==> src/verilog/ulms_pkg.sv <==
// Constants shared by the line and modem status block.
package ulms_pkg;
    // Register word addresses on the plain port.
    localparam logic [2:0] ADDR_RX_TX = 3'h0;
    localparam logic [2:0] ADDR_IRQ_ENABLE = 3'h1;
    localparam logic [2:0] ADDR_MODEM_CONTROL = 3'h4;
    localparam logic [2:0] ADDR_LINE_STATUS = 3'h5;
    localparam logic [2:0] ADDR_MODEM_STATUS = 3'h6;
    // Line status bit positions.
    localparam int LS_READY = 0;
    localparam int LS_OVERRUN = 1;
    localparam int LS_PARITY = 2;
    localparam int LS_FRAMING = 3;
    localparam int LS_BREAK = 4;
    localparam int LS_HOLD_EMPTY = 5;
    localparam int LS_TX_EMPTY = 6;
    // Modem control bit positions.
    localparam int MC_TERM_READY = 0;
    localparam int MC_REQ_SEND = 1;
    localparam int MC_USER_OUT1 = 2;
    localparam int MC_USER_OUT2 = 3;
    localparam int MC_LOOPBACK = 4;
    localparam int MC_WIDTH = 5;
    // Modem status positions: change bits low, states high.
    localparam int MS_CTS = 0;
    localparam int MS_DSR = 1;
    localparam int MS_RING = 2;
    localparam int MS_DCD = 3;
    localparam int MS_STATE = 4;
    // Interrupt enable bit positions.
    localparam int IE_RX_DATA = 0;
    localparam int IE_HOLD_EMPTY = 1;
    localparam int IE_LINE = 2;
    localparam int IE_MODEM = 3;
    localparam int IE_WIDTH = 4;
    // Reset values.
    localparam logic [4:0] MC_RESET = 5'h00;
    localparam logic [3:0] IE_RESET = 4'h0;
    localparam logic [3:0] PIN_IDLE_N = 4'hf;
    // Interrupt identification codes, priority one to four.
    localparam logic [2:0] ID_NONE = 3'h1;
    localparam logic [2:0] ID_LINE = 3'h6;
    localparam logic [2:0] ID_RX_DATA = 3'h4;
    localparam logic [2:0] ID_HOLD = 3'h2;
    localparam logic [2:0] ID_MODEM = 3'h0;
    localparam logic [7:0] ZERO_BYTE = 8'h00;
endpackage

==> src/verilog/ulms_core.sv <==
// Line status, modem control and modem status logic of the serial element.
//
// Notes on behaviour
// - Receive-ready sets when a character lands in the buffer, clears on buffer read.
// - Overrun sets when an unread character is replaced; line status read clears it.
// - Parity error sets on parity mismatch; line status read clears it.
// - Framing error sets on missing high stop bit; line status read clears it.
// - Break sets when input stays low over a character time; read clears it.
// - Overrun, parity, framing and break flags form the line status interrupt.
// - Holding-empty sets when holding passes to shifter, clears on host load.
// - Transmitter-empty reads set only while holding and shifter are both empty.
// - Line status bit 7 always reads zero.
// - Control bits 0 and 1 drive terminal-ready and request-to-send low.
// - Control bit 3 gates the interrupt output.
// - Control bit 2 drives spare output user_out1_n low, or feeds ring in loopback.
// - Loopback holds serial output high and feeds transmit into receive.
// - Loopback ignores modem pins, forces outputs high, feeds control bits back.
// - In loopback all interrupts work; control bits act as modem sources.
// - Control bits 5 to 7 always read zero.
// - Reading modem status clears all four change bits.
// - Change bits 0, 1, 3 set when their input changed since last read.
// - Change bit 2 sets on the trailing edge of ring.
// - Any change bit with modem interrupt enabled raises the modem interrupt.
// - Status bits 4 to 7 show inverted inputs, or control bits in loopback.
// - Line status interrupt has top priority and clears on line status read.
// - Modem interrupt has lowest priority and clears on modem status read.
// - Enable bit 2 permits line interrupt, bit 3 permits modem interrupt.
`timescale 1ns/1ps

module ulms_core (
    // Clock and reset.
    input wire logic clk,
    input wire logic rst,
    // Register port.
    input wire logic [2:0] addr,
    input wire logic [7:0] wdata,
    input wire logic wr,
    input wire logic rd,
    output logic [7:0] rdata,
    // Receiver side.
    input wire logic [7:0] rx_char,
    input wire logic rx_char_stored,
    input wire logic rx_parity_fail,
    input wire logic rx_frame_fail,
    input wire logic rx_line_low_long,
    output logic rx_serial,
    // Transmitter side.
    input wire logic tx_holding_taken,
    input wire logic tx_shift_busy,
    input wire logic tx_serial,
    output logic tx_load,
    output logic [7:0] tx_char,
    // Serial pins.
    input wire logic serial_input,
    output logic serial_output,
    // Modem pins, active low.
    input wire logic clear_to_send_n,
    input wire logic set_ready_n,
    input wire logic ring_n,
    input wire logic carrier_detect_input_n,
    output logic terminal_ready_n,
    output logic request_send_n,
    output logic user_out1_n,
    output logic user_out2_n,
    // Interrupt.
    output logic irq,
    output logic [2:0] irq_id
);

    logic [ulms_pkg::MC_WIDTH-1:0] modem_control_r;
    logic [ulms_pkg::IE_WIDTH-1:0] irq_enable_r;
    logic [3:0] pin_meta_r;
    logic [3:0] pin_sync_r;
    logic [3:0] state_prev_r;
    logic [3:0] state_now;
    logic [3:0] change_r;
    logic [3:0] change_evt;
    logic ready_r;
    logic overrun_r;
    logic parity_r;
    logic framing_r;
    logic break_r;
    logic hold_empty_r;
    logic tx_empty;
    logic loop;
    logic rd_rx;
    logic rd_line;
    logic rd_modem;
    logic wr_line;
    logic [7:0] line_status;
    logic [7:0] modem_status;
    logic [7:0] rdata_nxt;
    logic int_line;
    logic int_rx;
    logic int_hold;
    logic int_modem;
    logic [2:0] irq_id_nxt;

    // Address decode shared by the read and write paths.
    function automatic logic hit(
        input logic strobe,
        input logic [2:0] a,
        input logic [2:0] target
    );
        hit = strobe && (a == target);
    endfunction

    assign loop = modem_control_r[ulms_pkg::MC_LOOPBACK];
    assign rd_rx = hit(rd, addr, ulms_pkg::ADDR_RX_TX);
    assign rd_line = hit(rd, addr, ulms_pkg::ADDR_LINE_STATUS);
    assign rd_modem = hit(rd, addr, ulms_pkg::ADDR_MODEM_STATUS);
    assign wr_line = hit(wr, addr, ulms_pkg::ADDR_LINE_STATUS);

    // Control registers written by the host.
    always_ff @(posedge clk or posedge rst) begin
        if (rst) begin
            modem_control_r <= ulms_pkg::MC_RESET;
        end else if (hit(wr, addr, ulms_pkg::ADDR_MODEM_CONTROL)) begin
            modem_control_r <= wdata[ulms_pkg::MC_WIDTH-1:0];
        end
    end

    always_ff @(posedge clk or posedge rst) begin
        if (rst) begin
            irq_enable_r <= ulms_pkg::IE_RESET;
        end else if (hit(wr, addr, ulms_pkg::ADDR_IRQ_ENABLE)) begin
            irq_enable_r <= wdata[ulms_pkg::IE_WIDTH-1:0];
        end
    end

    // Receive-ready: a new character wins over a same-cycle buffer read.
    always_ff @(posedge clk or posedge rst) begin
        if (rst) begin
            ready_r <= 1'b0;
        end else if (rx_char_stored) begin
            ready_r <= 1'b1;
        end else if (rd_rx) begin
            ready_r <= 1'b0;
        end
    end

    // Error flags: set wins over the clearing line status read.
    // A factory-test write to line status may force an error flag.
    always_ff @(posedge clk or posedge rst) begin
        if (rst) begin
            overrun_r <= 1'b0;
        end else if (rx_char_stored && ready_r && !rd_rx) begin
            overrun_r <= 1'b1;
        end else if (wr_line) begin
            overrun_r <= wdata[ulms_pkg::LS_OVERRUN];
        end else if (rd_line) begin
            overrun_r <= 1'b0;
        end
    end

    always_ff @(posedge clk or posedge rst) begin
        if (rst) begin
            parity_r <= 1'b0;
        end else if (rx_parity_fail) begin
            parity_r <= 1'b1;
        end else if (wr_line) begin
            parity_r <= wdata[ulms_pkg::LS_PARITY];
        end else if (rd_line) begin
            parity_r <= 1'b0;
        end
    end

    always_ff @(posedge clk or posedge rst) begin
        if (rst) begin
            framing_r <= 1'b0;
        end else if (rx_frame_fail) begin
            framing_r <= 1'b1;
        end else if (wr_line) begin
            framing_r <= wdata[ulms_pkg::LS_FRAMING];
        end else if (rd_line) begin
            framing_r <= 1'b0;
        end
    end

    always_ff @(posedge clk or posedge rst) begin
        if (rst) begin
            break_r <= 1'b0;
        end else if (rx_line_low_long) begin
            break_r <= 1'b1;
        end else if (wr_line) begin
            break_r <= wdata[ulms_pkg::LS_BREAK];
        end else if (rd_line) begin
            break_r <= 1'b0;
        end
    end

    // Holding-empty: the transfer to the shifter wins over a host load.
    always_ff @(posedge clk or posedge rst) begin
        if (rst) begin
            hold_empty_r <= 1'b1;
        end else if (tx_holding_taken) begin
            hold_empty_r <= 1'b1;
        end else if (hit(wr, addr, ulms_pkg::ADDR_RX_TX)) begin
            hold_empty_r <= 1'b0;
        end
    end

    // Host load handed to the transmitter as a one-cycle pulse.
    always_ff @(posedge clk or posedge rst) begin
        if (rst) begin
            tx_load <= 1'b0;
            tx_char <= ulms_pkg::ZERO_BYTE;
        end else begin
            tx_load <= hit(wr, addr, ulms_pkg::ADDR_RX_TX);
            if (hit(wr, addr, ulms_pkg::ADDR_RX_TX)) begin
                tx_char <= wdata;
            end
        end
    end

    assign tx_empty = hold_empty_r && !tx_shift_busy;

    always_comb begin
        line_status = ulms_pkg::ZERO_BYTE;
        line_status[ulms_pkg::LS_READY] = ready_r;
        line_status[ulms_pkg::LS_OVERRUN] = overrun_r;
        line_status[ulms_pkg::LS_PARITY] = parity_r;
        line_status[ulms_pkg::LS_FRAMING] = framing_r;
        line_status[ulms_pkg::LS_BREAK] = break_r;
        line_status[ulms_pkg::LS_HOLD_EMPTY] = hold_empty_r;
        line_status[ulms_pkg::LS_TX_EMPTY] = tx_empty;
    end

    // Two-stage synchroniser on the active-low modem pins.
    always_ff @(posedge clk or posedge rst) begin
        if (rst) begin
            pin_meta_r <= ulms_pkg::PIN_IDLE_N;
            pin_sync_r <= ulms_pkg::PIN_IDLE_N;
        end else begin
            pin_meta_r[ulms_pkg::MS_CTS] <= clear_to_send_n;
            pin_meta_r[ulms_pkg::MS_DSR] <= set_ready_n;
            pin_meta_r[ulms_pkg::MS_RING] <= ring_n;
            pin_meta_r[ulms_pkg::MS_DCD] <= carrier_detect_input_n;
            pin_sync_r <= pin_meta_r;
        end
    end

    // Asserted modem line states, from pins or looped control bits.
    always_comb begin
        if (loop) begin
            state_now[ulms_pkg::MS_CTS] = modem_control_r[ulms_pkg::MC_REQ_SEND];
            state_now[ulms_pkg::MS_DSR] = modem_control_r[ulms_pkg::MC_TERM_READY];
            state_now[ulms_pkg::MS_RING] = modem_control_r[ulms_pkg::MC_USER_OUT1];
            state_now[ulms_pkg::MS_DCD] = modem_control_r[ulms_pkg::MC_USER_OUT2];
        end else begin
            state_now = ~pin_sync_r;
        end
    end

    always_ff @(posedge clk or posedge rst) begin
        if (rst) begin
            state_prev_r <= ~ulms_pkg::PIN_IDLE_N;
        end else begin
            state_prev_r <= state_now;
        end
    end

    // Change events; ring counts only its trailing edge.
    always_comb begin
        change_evt = state_now ^ state_prev_r;
        change_evt[ulms_pkg::MS_RING] = state_prev_r[ulms_pkg::MS_RING]
            && !state_now[ulms_pkg::MS_RING];
    end

    // Change bits: a new event survives a same-cycle status read.
    genvar gi;
    generate
        for (gi = 0; gi < 4; gi++) begin : g_change
            always_ff @(posedge clk or posedge rst) begin
                if (rst) begin
                    change_r[gi] <= 1'b0;
                end else if (change_evt[gi]) begin
                    change_r[gi] <= 1'b1;
                end else if (rd_modem) begin
                    change_r[gi] <= 1'b0;
                end
            end
        end
    endgenerate

    assign modem_status = {state_now, change_r};

    // Read data stands in the cycle after the strobe only.
    always_comb begin
        rdata_nxt = ulms_pkg::ZERO_BYTE;
        if (rd) begin
            case (addr)
                ulms_pkg::ADDR_RX_TX: rdata_nxt = rx_char;
                ulms_pkg::ADDR_IRQ_ENABLE: rdata_nxt = {4'h0, irq_enable_r};
                ulms_pkg::ADDR_MODEM_CONTROL: rdata_nxt = {3'h0, modem_control_r};
                ulms_pkg::ADDR_LINE_STATUS: rdata_nxt = line_status;
                ulms_pkg::ADDR_MODEM_STATUS: rdata_nxt = modem_status;
                default: rdata_nxt = ulms_pkg::ZERO_BYTE;
            endcase
        end
    end

    always_ff @(posedge clk or posedge rst) begin
        if (rst) begin
            rdata <= ulms_pkg::ZERO_BYTE;
        end else begin
            rdata <= rdata_nxt;
        end
    end

    // Serial path and loopback.
    always_ff @(posedge clk or posedge rst) begin
        if (rst) begin
            serial_output <= 1'b1;
            rx_serial <= 1'b1;
        end else begin
            serial_output <= loop ? 1'b1 : tx_serial;
            rx_serial <= loop ? tx_serial : serial_input;
        end
    end

    // Modem outputs: a set bit drives its pin low, loopback holds all high.
    always_ff @(posedge clk or posedge rst) begin
        if (rst) begin
            terminal_ready_n <= 1'b1;
            request_send_n <= 1'b1;
            user_out1_n <= 1'b1;
            user_out2_n <= 1'b1;
        end else begin
            terminal_ready_n <= loop || !modem_control_r[ulms_pkg::MC_TERM_READY];
            request_send_n <= loop || !modem_control_r[ulms_pkg::MC_REQ_SEND];
            user_out1_n <= loop || !modem_control_r[ulms_pkg::MC_USER_OUT1];
            user_out2_n <= loop || !modem_control_r[ulms_pkg::MC_USER_OUT2];
        end
    end

    // Interrupt sources, each gated by its enable bit.
    assign int_line = irq_enable_r[ulms_pkg::IE_LINE]
        && (overrun_r || parity_r || framing_r || break_r);
    assign int_rx = irq_enable_r[ulms_pkg::IE_RX_DATA] && ready_r;
    assign int_hold = irq_enable_r[ulms_pkg::IE_HOLD_EMPTY] && hold_empty_r;
    assign int_modem = irq_enable_r[ulms_pkg::IE_MODEM] && (|change_r);

    always_comb begin
        if (int_line) begin
            irq_id_nxt = ulms_pkg::ID_LINE;
        end else if (int_rx) begin
            irq_id_nxt = ulms_pkg::ID_RX_DATA;
        end else if (int_hold) begin
            irq_id_nxt = ulms_pkg::ID_HOLD;
        end else if (int_modem) begin
            irq_id_nxt = ulms_pkg::ID_MODEM;
        end else begin
            irq_id_nxt = ulms_pkg::ID_NONE;
        end
    end

    always_ff @(posedge clk or posedge rst) begin
        if (rst) begin
            irq <= 1'b0;
            irq_id <= ulms_pkg::ID_NONE;
        end else begin
            irq <= modem_control_r[ulms_pkg::MC_USER_OUT2]
                && (int_line || int_rx || int_hold || int_modem);
            irq_id <= irq_id_nxt;
        end
    end

endmodule // ulms_core

==> config.mk <==
export PLATFORM = sky130hd
export DESIGN_NAME = ulms_core
export DESIGN_NICKNAME = d
export VERILOG_FILES = /design/src/verilog/ulms_pkg.sv /design/src/verilog/ulms_core.sv
export SDC_FILE = /design/constraint.sdc
export NUM_CORES = 1
export LEC_CHECK = 0
export CAP_MARGIN = 30
export CORE_MARGIN = 4
export CORE_UTILIZATION = 30
export DETAILED_ROUTE_END_ITERATION = 16
export DONT_BUFFER_PORTS = 1
export MAX_ROUTING_LAYER = met4
export SYNTH_ARGS = -nofsm -noshare
export SYNTH_HDL_FRONTEND = slang
export SYNTH_SLANG_ARGS = --single-unit
==> constraint.sdc <==
create_clock -name clk -period 1.7 [get_ports clk]
set_input_delay 0.255 -clock clk [delete_from_list [all_inputs] [get_ports clk]]
set_output_delay 0.255 -clock clk [all_outputs]
set_load 0.02 [all_outputs]
# Yosys cells after proc, flatten, opt, wreduce, memory -nomap -nowiden
# Index checks and enable logic that the tools add are counted.
# op_classes
eq_ne	4
muxes	27
bitwise	2
n_reduce_logical	45
# ops
op	n
$pmux W8 S5	1
$mux W1	21
$logic_and A1 B1 Y1	16
$reduce_bool A2 Y1	6
$reduce_bool A3 Y1	4
$logic_or A1 B1 Y1	10
$eq A3 B3 Y1 const B	3
$mux W8	1
$logic_not A1 Y1	7
$mux W3	2
$mux W4	1
$not A4 Y4	1
$reduce_or A4 Y1	1
$xor A4 B4 Y4	1
$eq A3 B1 Y1 const B	1
$logic_not A3 Y1	1
$mux W2	1
# word_totals
register_bits	58
input_bits	35
out_inout_bits	27

# Longest topological paths before layout
# depth
depth_word	8
mapped_depth	4
mapped_depth_nobuf	3

# Least setup slack after synthesis
# No wires, ideal clock.
# synth_path
path_kind	input to register
from	in addr[0]
to	reg overrun_r
arrival_time_ps	1140
setup_slack_ps	434
stages	4
path_buffers	1
path_cell_list	buf_2 > nor3_1 > a21oi_1 > a221o_1
# synth_between
elab_chain_len	5
word_cells_on_any_way	10
classes_between	1 x eq/ne; 2 x mux; 7 x reduce/logical
# synth_rtl
element	line_no	rtl
start, declared	ulms_core.sv:35	input wire logic [2:0] addr,
$logic_not A3 Y1	ulms_core.sv:105	hit = strobe && (a == target);
$logic_and A1 B1 Y1	ulms_core.sv:105	
$logic_not A1 Y1	ulms_core.sv:147	end else if (rx_char_stored && ready_r && !rd_rx) begin
$logic_and A1 B1 Y1	ulms_core.sv:147	
$reduce_bool A3 Y1 (no source line) / $mux W1 (equally long branches)	-	
end signal, assigned	ulms_core.sv:150	overrun_r <= wdata[ulms_pkg::LS_OVERRUN];
end, declared	ulms_core.sv:79	logic overrun_r;
# Parallel ways exist; a longest one is shown, timed or not.
# A chain may end at the register's enable or synchronous reset.

# Worst setup path in the final report
# layout_path
from	reg parity_r
to	reg irq
# layout_between
elab_chain_len	8
# layout_rtl
element	line_no	rtl
start, declared	ulms_core.sv:80	logic parity_r;
start signal, assigned	ulms_core.sv:162	parity_r <= wdata[ulms_pkg::LS_PARITY];
$logic_or A1 B1 Y1 (3 in a row)	ulms_core.sv:339	&& (overrun_r || parity_r || framing_r || break_r);
$logic_and A1 B1 Y1	ulms_core.sv:339	
$logic_or A1 B1 Y1 (3 in a row)	ulms_core.sv:364	&& (int_line || int_rx || int_hold || int_modem);
$logic_and A1 B1 Y1	ulms_core.sv:364	
end signal, assigned	ulms_core.sv:363	irq <= modem_control_r[ulms_pkg::MC_USER_OUT2]
end, declared	ulms_core.sv:66	output logic irq,
# Every way passes these cells.

==> out/metrics.yaml <==
htreeDepth: 3
fin_ws_ns: 0.2318
cts_tree: "built"
fin_area_um2: 2805
hpwl_um: 4239
path_cells: "o41ai_1 > nand2_1 > o21a_1"
viasPerCell: 5.058
max_stage_delay_ns: 0.55
antennaDiodeCount: 0
ys_warn_count: 0
fin_hold_ws_ns: 0.02846
placedCellCount: 287
critPathCaptureType: "flip-flop"
ys_ff_latch: 58
async_flop_share_pct: 100.0
ys_types: 36
clock-sinks: 58
gp_congestion: 0.8628
seqCellArea_um2: 1471
start_kind: "flip-flop"
hold_violations: 0
fp.dieH_um: 97.35
antenna_found_initial: 0
die_area_um2: 9476
grt_first_pass_wirelength_um: 9135
critical-path-top-delay-family: "compound AO/OA/AOI/OAI gates"
syn-cell-area_um2: 2395
maxSlewViolCount: 0
fillers: 757
root_buffer: "clkbuf_8"
final_core_utilization_pct: 36.30
synth_edf_count: 0
run_status: "finished clean"
avgSynthCellArea_um2: 12.94
syn2layout_area_growth_pct: 17.14
place_area_um2: 2547
path_buf_inv: 0
cts_setup_buffers: 0
grt_max_degree: 43
synth.top_cells.by_area: "dfrtp_1 (44%), dfstp_2 (18%), mux2_2 (10%)"
critical_path_class: "reg2reg"
stdcell_count: 309
timing.final.crit_share_pct: 86.36
multiInputGateArea_um2: 883.3
wl_per_cell_um: 18.60
pin_count: 62
crit_fanout: 3
grtUsageTotal_pct: 13.13
grt_pass1_vias: 1651
clk_path_buf_depth: 2
rsz0062_at_grt: "false"
max-vdd-ir-drop_v: 0.0004334
first_iter_violations: 63
cts.clk_slew.worst_paths_ns: 0.06
layout.cells.most_common: "dfrtp_1"
drt_pre_antenna_iters: 4
numPortBuffers: 0
finalSetupTns_ns: 0
cts_hold_buf: 6
yosysTopAreaCell: "dfrtp_1"
cp.arrival_ns: 1.69
synthesis.nets: 220
setup_viol: 0
ys_seq_area_share_pct: 61.44
timing.fmax_ghz: 0.6811
cp.required_ns: 1.92
finClkSkew_ns: 0.01066
cap_violations: 0
netlist_instances: 185
wirelength_um: 5747
coreArea_um2: 7727
p_per_area_nw_per_um2: 1270
pre_cts_ws_ns: 0.2814
rows: 32
overflow: 0
layout-drive-gt1-share_pct: 30.43
initial_utilization_pct: 30.99
numCtsBuffers: 9
fp.dieW_um: 97.35
slowest_stage: "o41ai_1"
relSlewSlack_pct: 64.45
antenna_left: 0
final_nets: 237
dr_total_vias: 1563
drc_errors: 0
synth_top_area_share_pct: 43.89
hp-class: "in2reg"
fin_crit_ns: 1.468
worstMarginPinSlew_ns: 0.5264
layout_common_cells: "dfrtp_1 (42), mux2_2 (22), dfstp_2 (16)"
post_cts_resized: 0
synth_flop_cell: "dfrtp_1"
clk_latency_ns: 0.34
total_power_mw: 3.562
p_leak_nw: 1.192
-- synth_stat cells (2+ instances only) --
master    count
dfrtp_1      42
mux2_2       22
dfstp_2      16
nand2_1      11
a21oi_1      10
and3b_1      10
o21ai_0      10
nand2b_1      8
a32oi_1       5
and2_1        5
nor2_1        5
a221o_1       4
inv_1         4
or2_2         3
and2b_1       2
and3_1        2
buf_2         2
clkbuf_1      2
nand4b_1      2
o21ai_1       2
o41ai_1       2
or3_1         2
-- sequential cells by signal, summed over array words and instances (netlist names), 3 cells and up --
register and cells:
pin_sync_r 4, change_r 4, irq_enable_r 4, tx_char 8
pin_meta_r 4, rdata 8, modem_control_r 5, state_prev_r 4
irq_id 3
-- per-layer routing --
metal | track usage [%] | share of wire, % | up-vias
met3 | 7.394 | 10 | 6
met4 | 3.514 | 0.80 | 0
met1 | 16.97 | 46 | 775
li1 | - | - | 707
met2 | 17.68 | 43 | 75
met5 | - | 0 | -
-- worst paths after layout --
kind	from	endpoint	slack [ns]	cells past startpoint
worst min-delay path	tx_serial	serial_output	0.03	1
min in group asynchronous	rst	tx_char[0]	0.36	2
worst min register to register	pin_meta_r[3]	pin_sync_r[3]	0.35	0
worst max-delay path	parity_r	irq	0.23	3
max in group asynchronous	rst	irq_id[0]	0.72	3
worst max register to register	parity_r	irq	0.23	3
-- cell families (layout without fill, tap and decap cells) --
| group | Yosys count | after routing | share of synthesized area (%) |
|---|---|---|---|
| flip-flops | 58 | 58 | 61.44 |
| buffers and inverters | 9 | 31 | 1.672 |
| multiplexers | 23 | 23 | 10.76 |
| AO/OA/AOI/OAI | 39 | 39 | 10.76 |
| AND/OR/NAND/NOR | 56 | 56 | 15.36 |
-- report_power, final --
part / internal (mW) / total, mW / switching (mW)
Clock: 0.756 / 1.27 / 0.511
Combinational: 0.220 / 0.392 / 0.173
Sequential: 1.62 / 1.90 / 0.286
Total: 2.59 / 3.56 / 0.970
-- layout make-up --
| cell class | count | share of cell area [%] |
|---|---|---|
| well taps | 102 | 4.549 |
| inverters | 4 | 0.5352 |
| clock inverters | 2 | 1.249 |
| repair buffers | 11 | 3.925 |
| multi-input cells | 118 | 31.49 |
| clock buffers | 14 | 5.798 |
| flip-flops and latches | 58 | 52.45 |
Power figures use the tool's default switching activity.
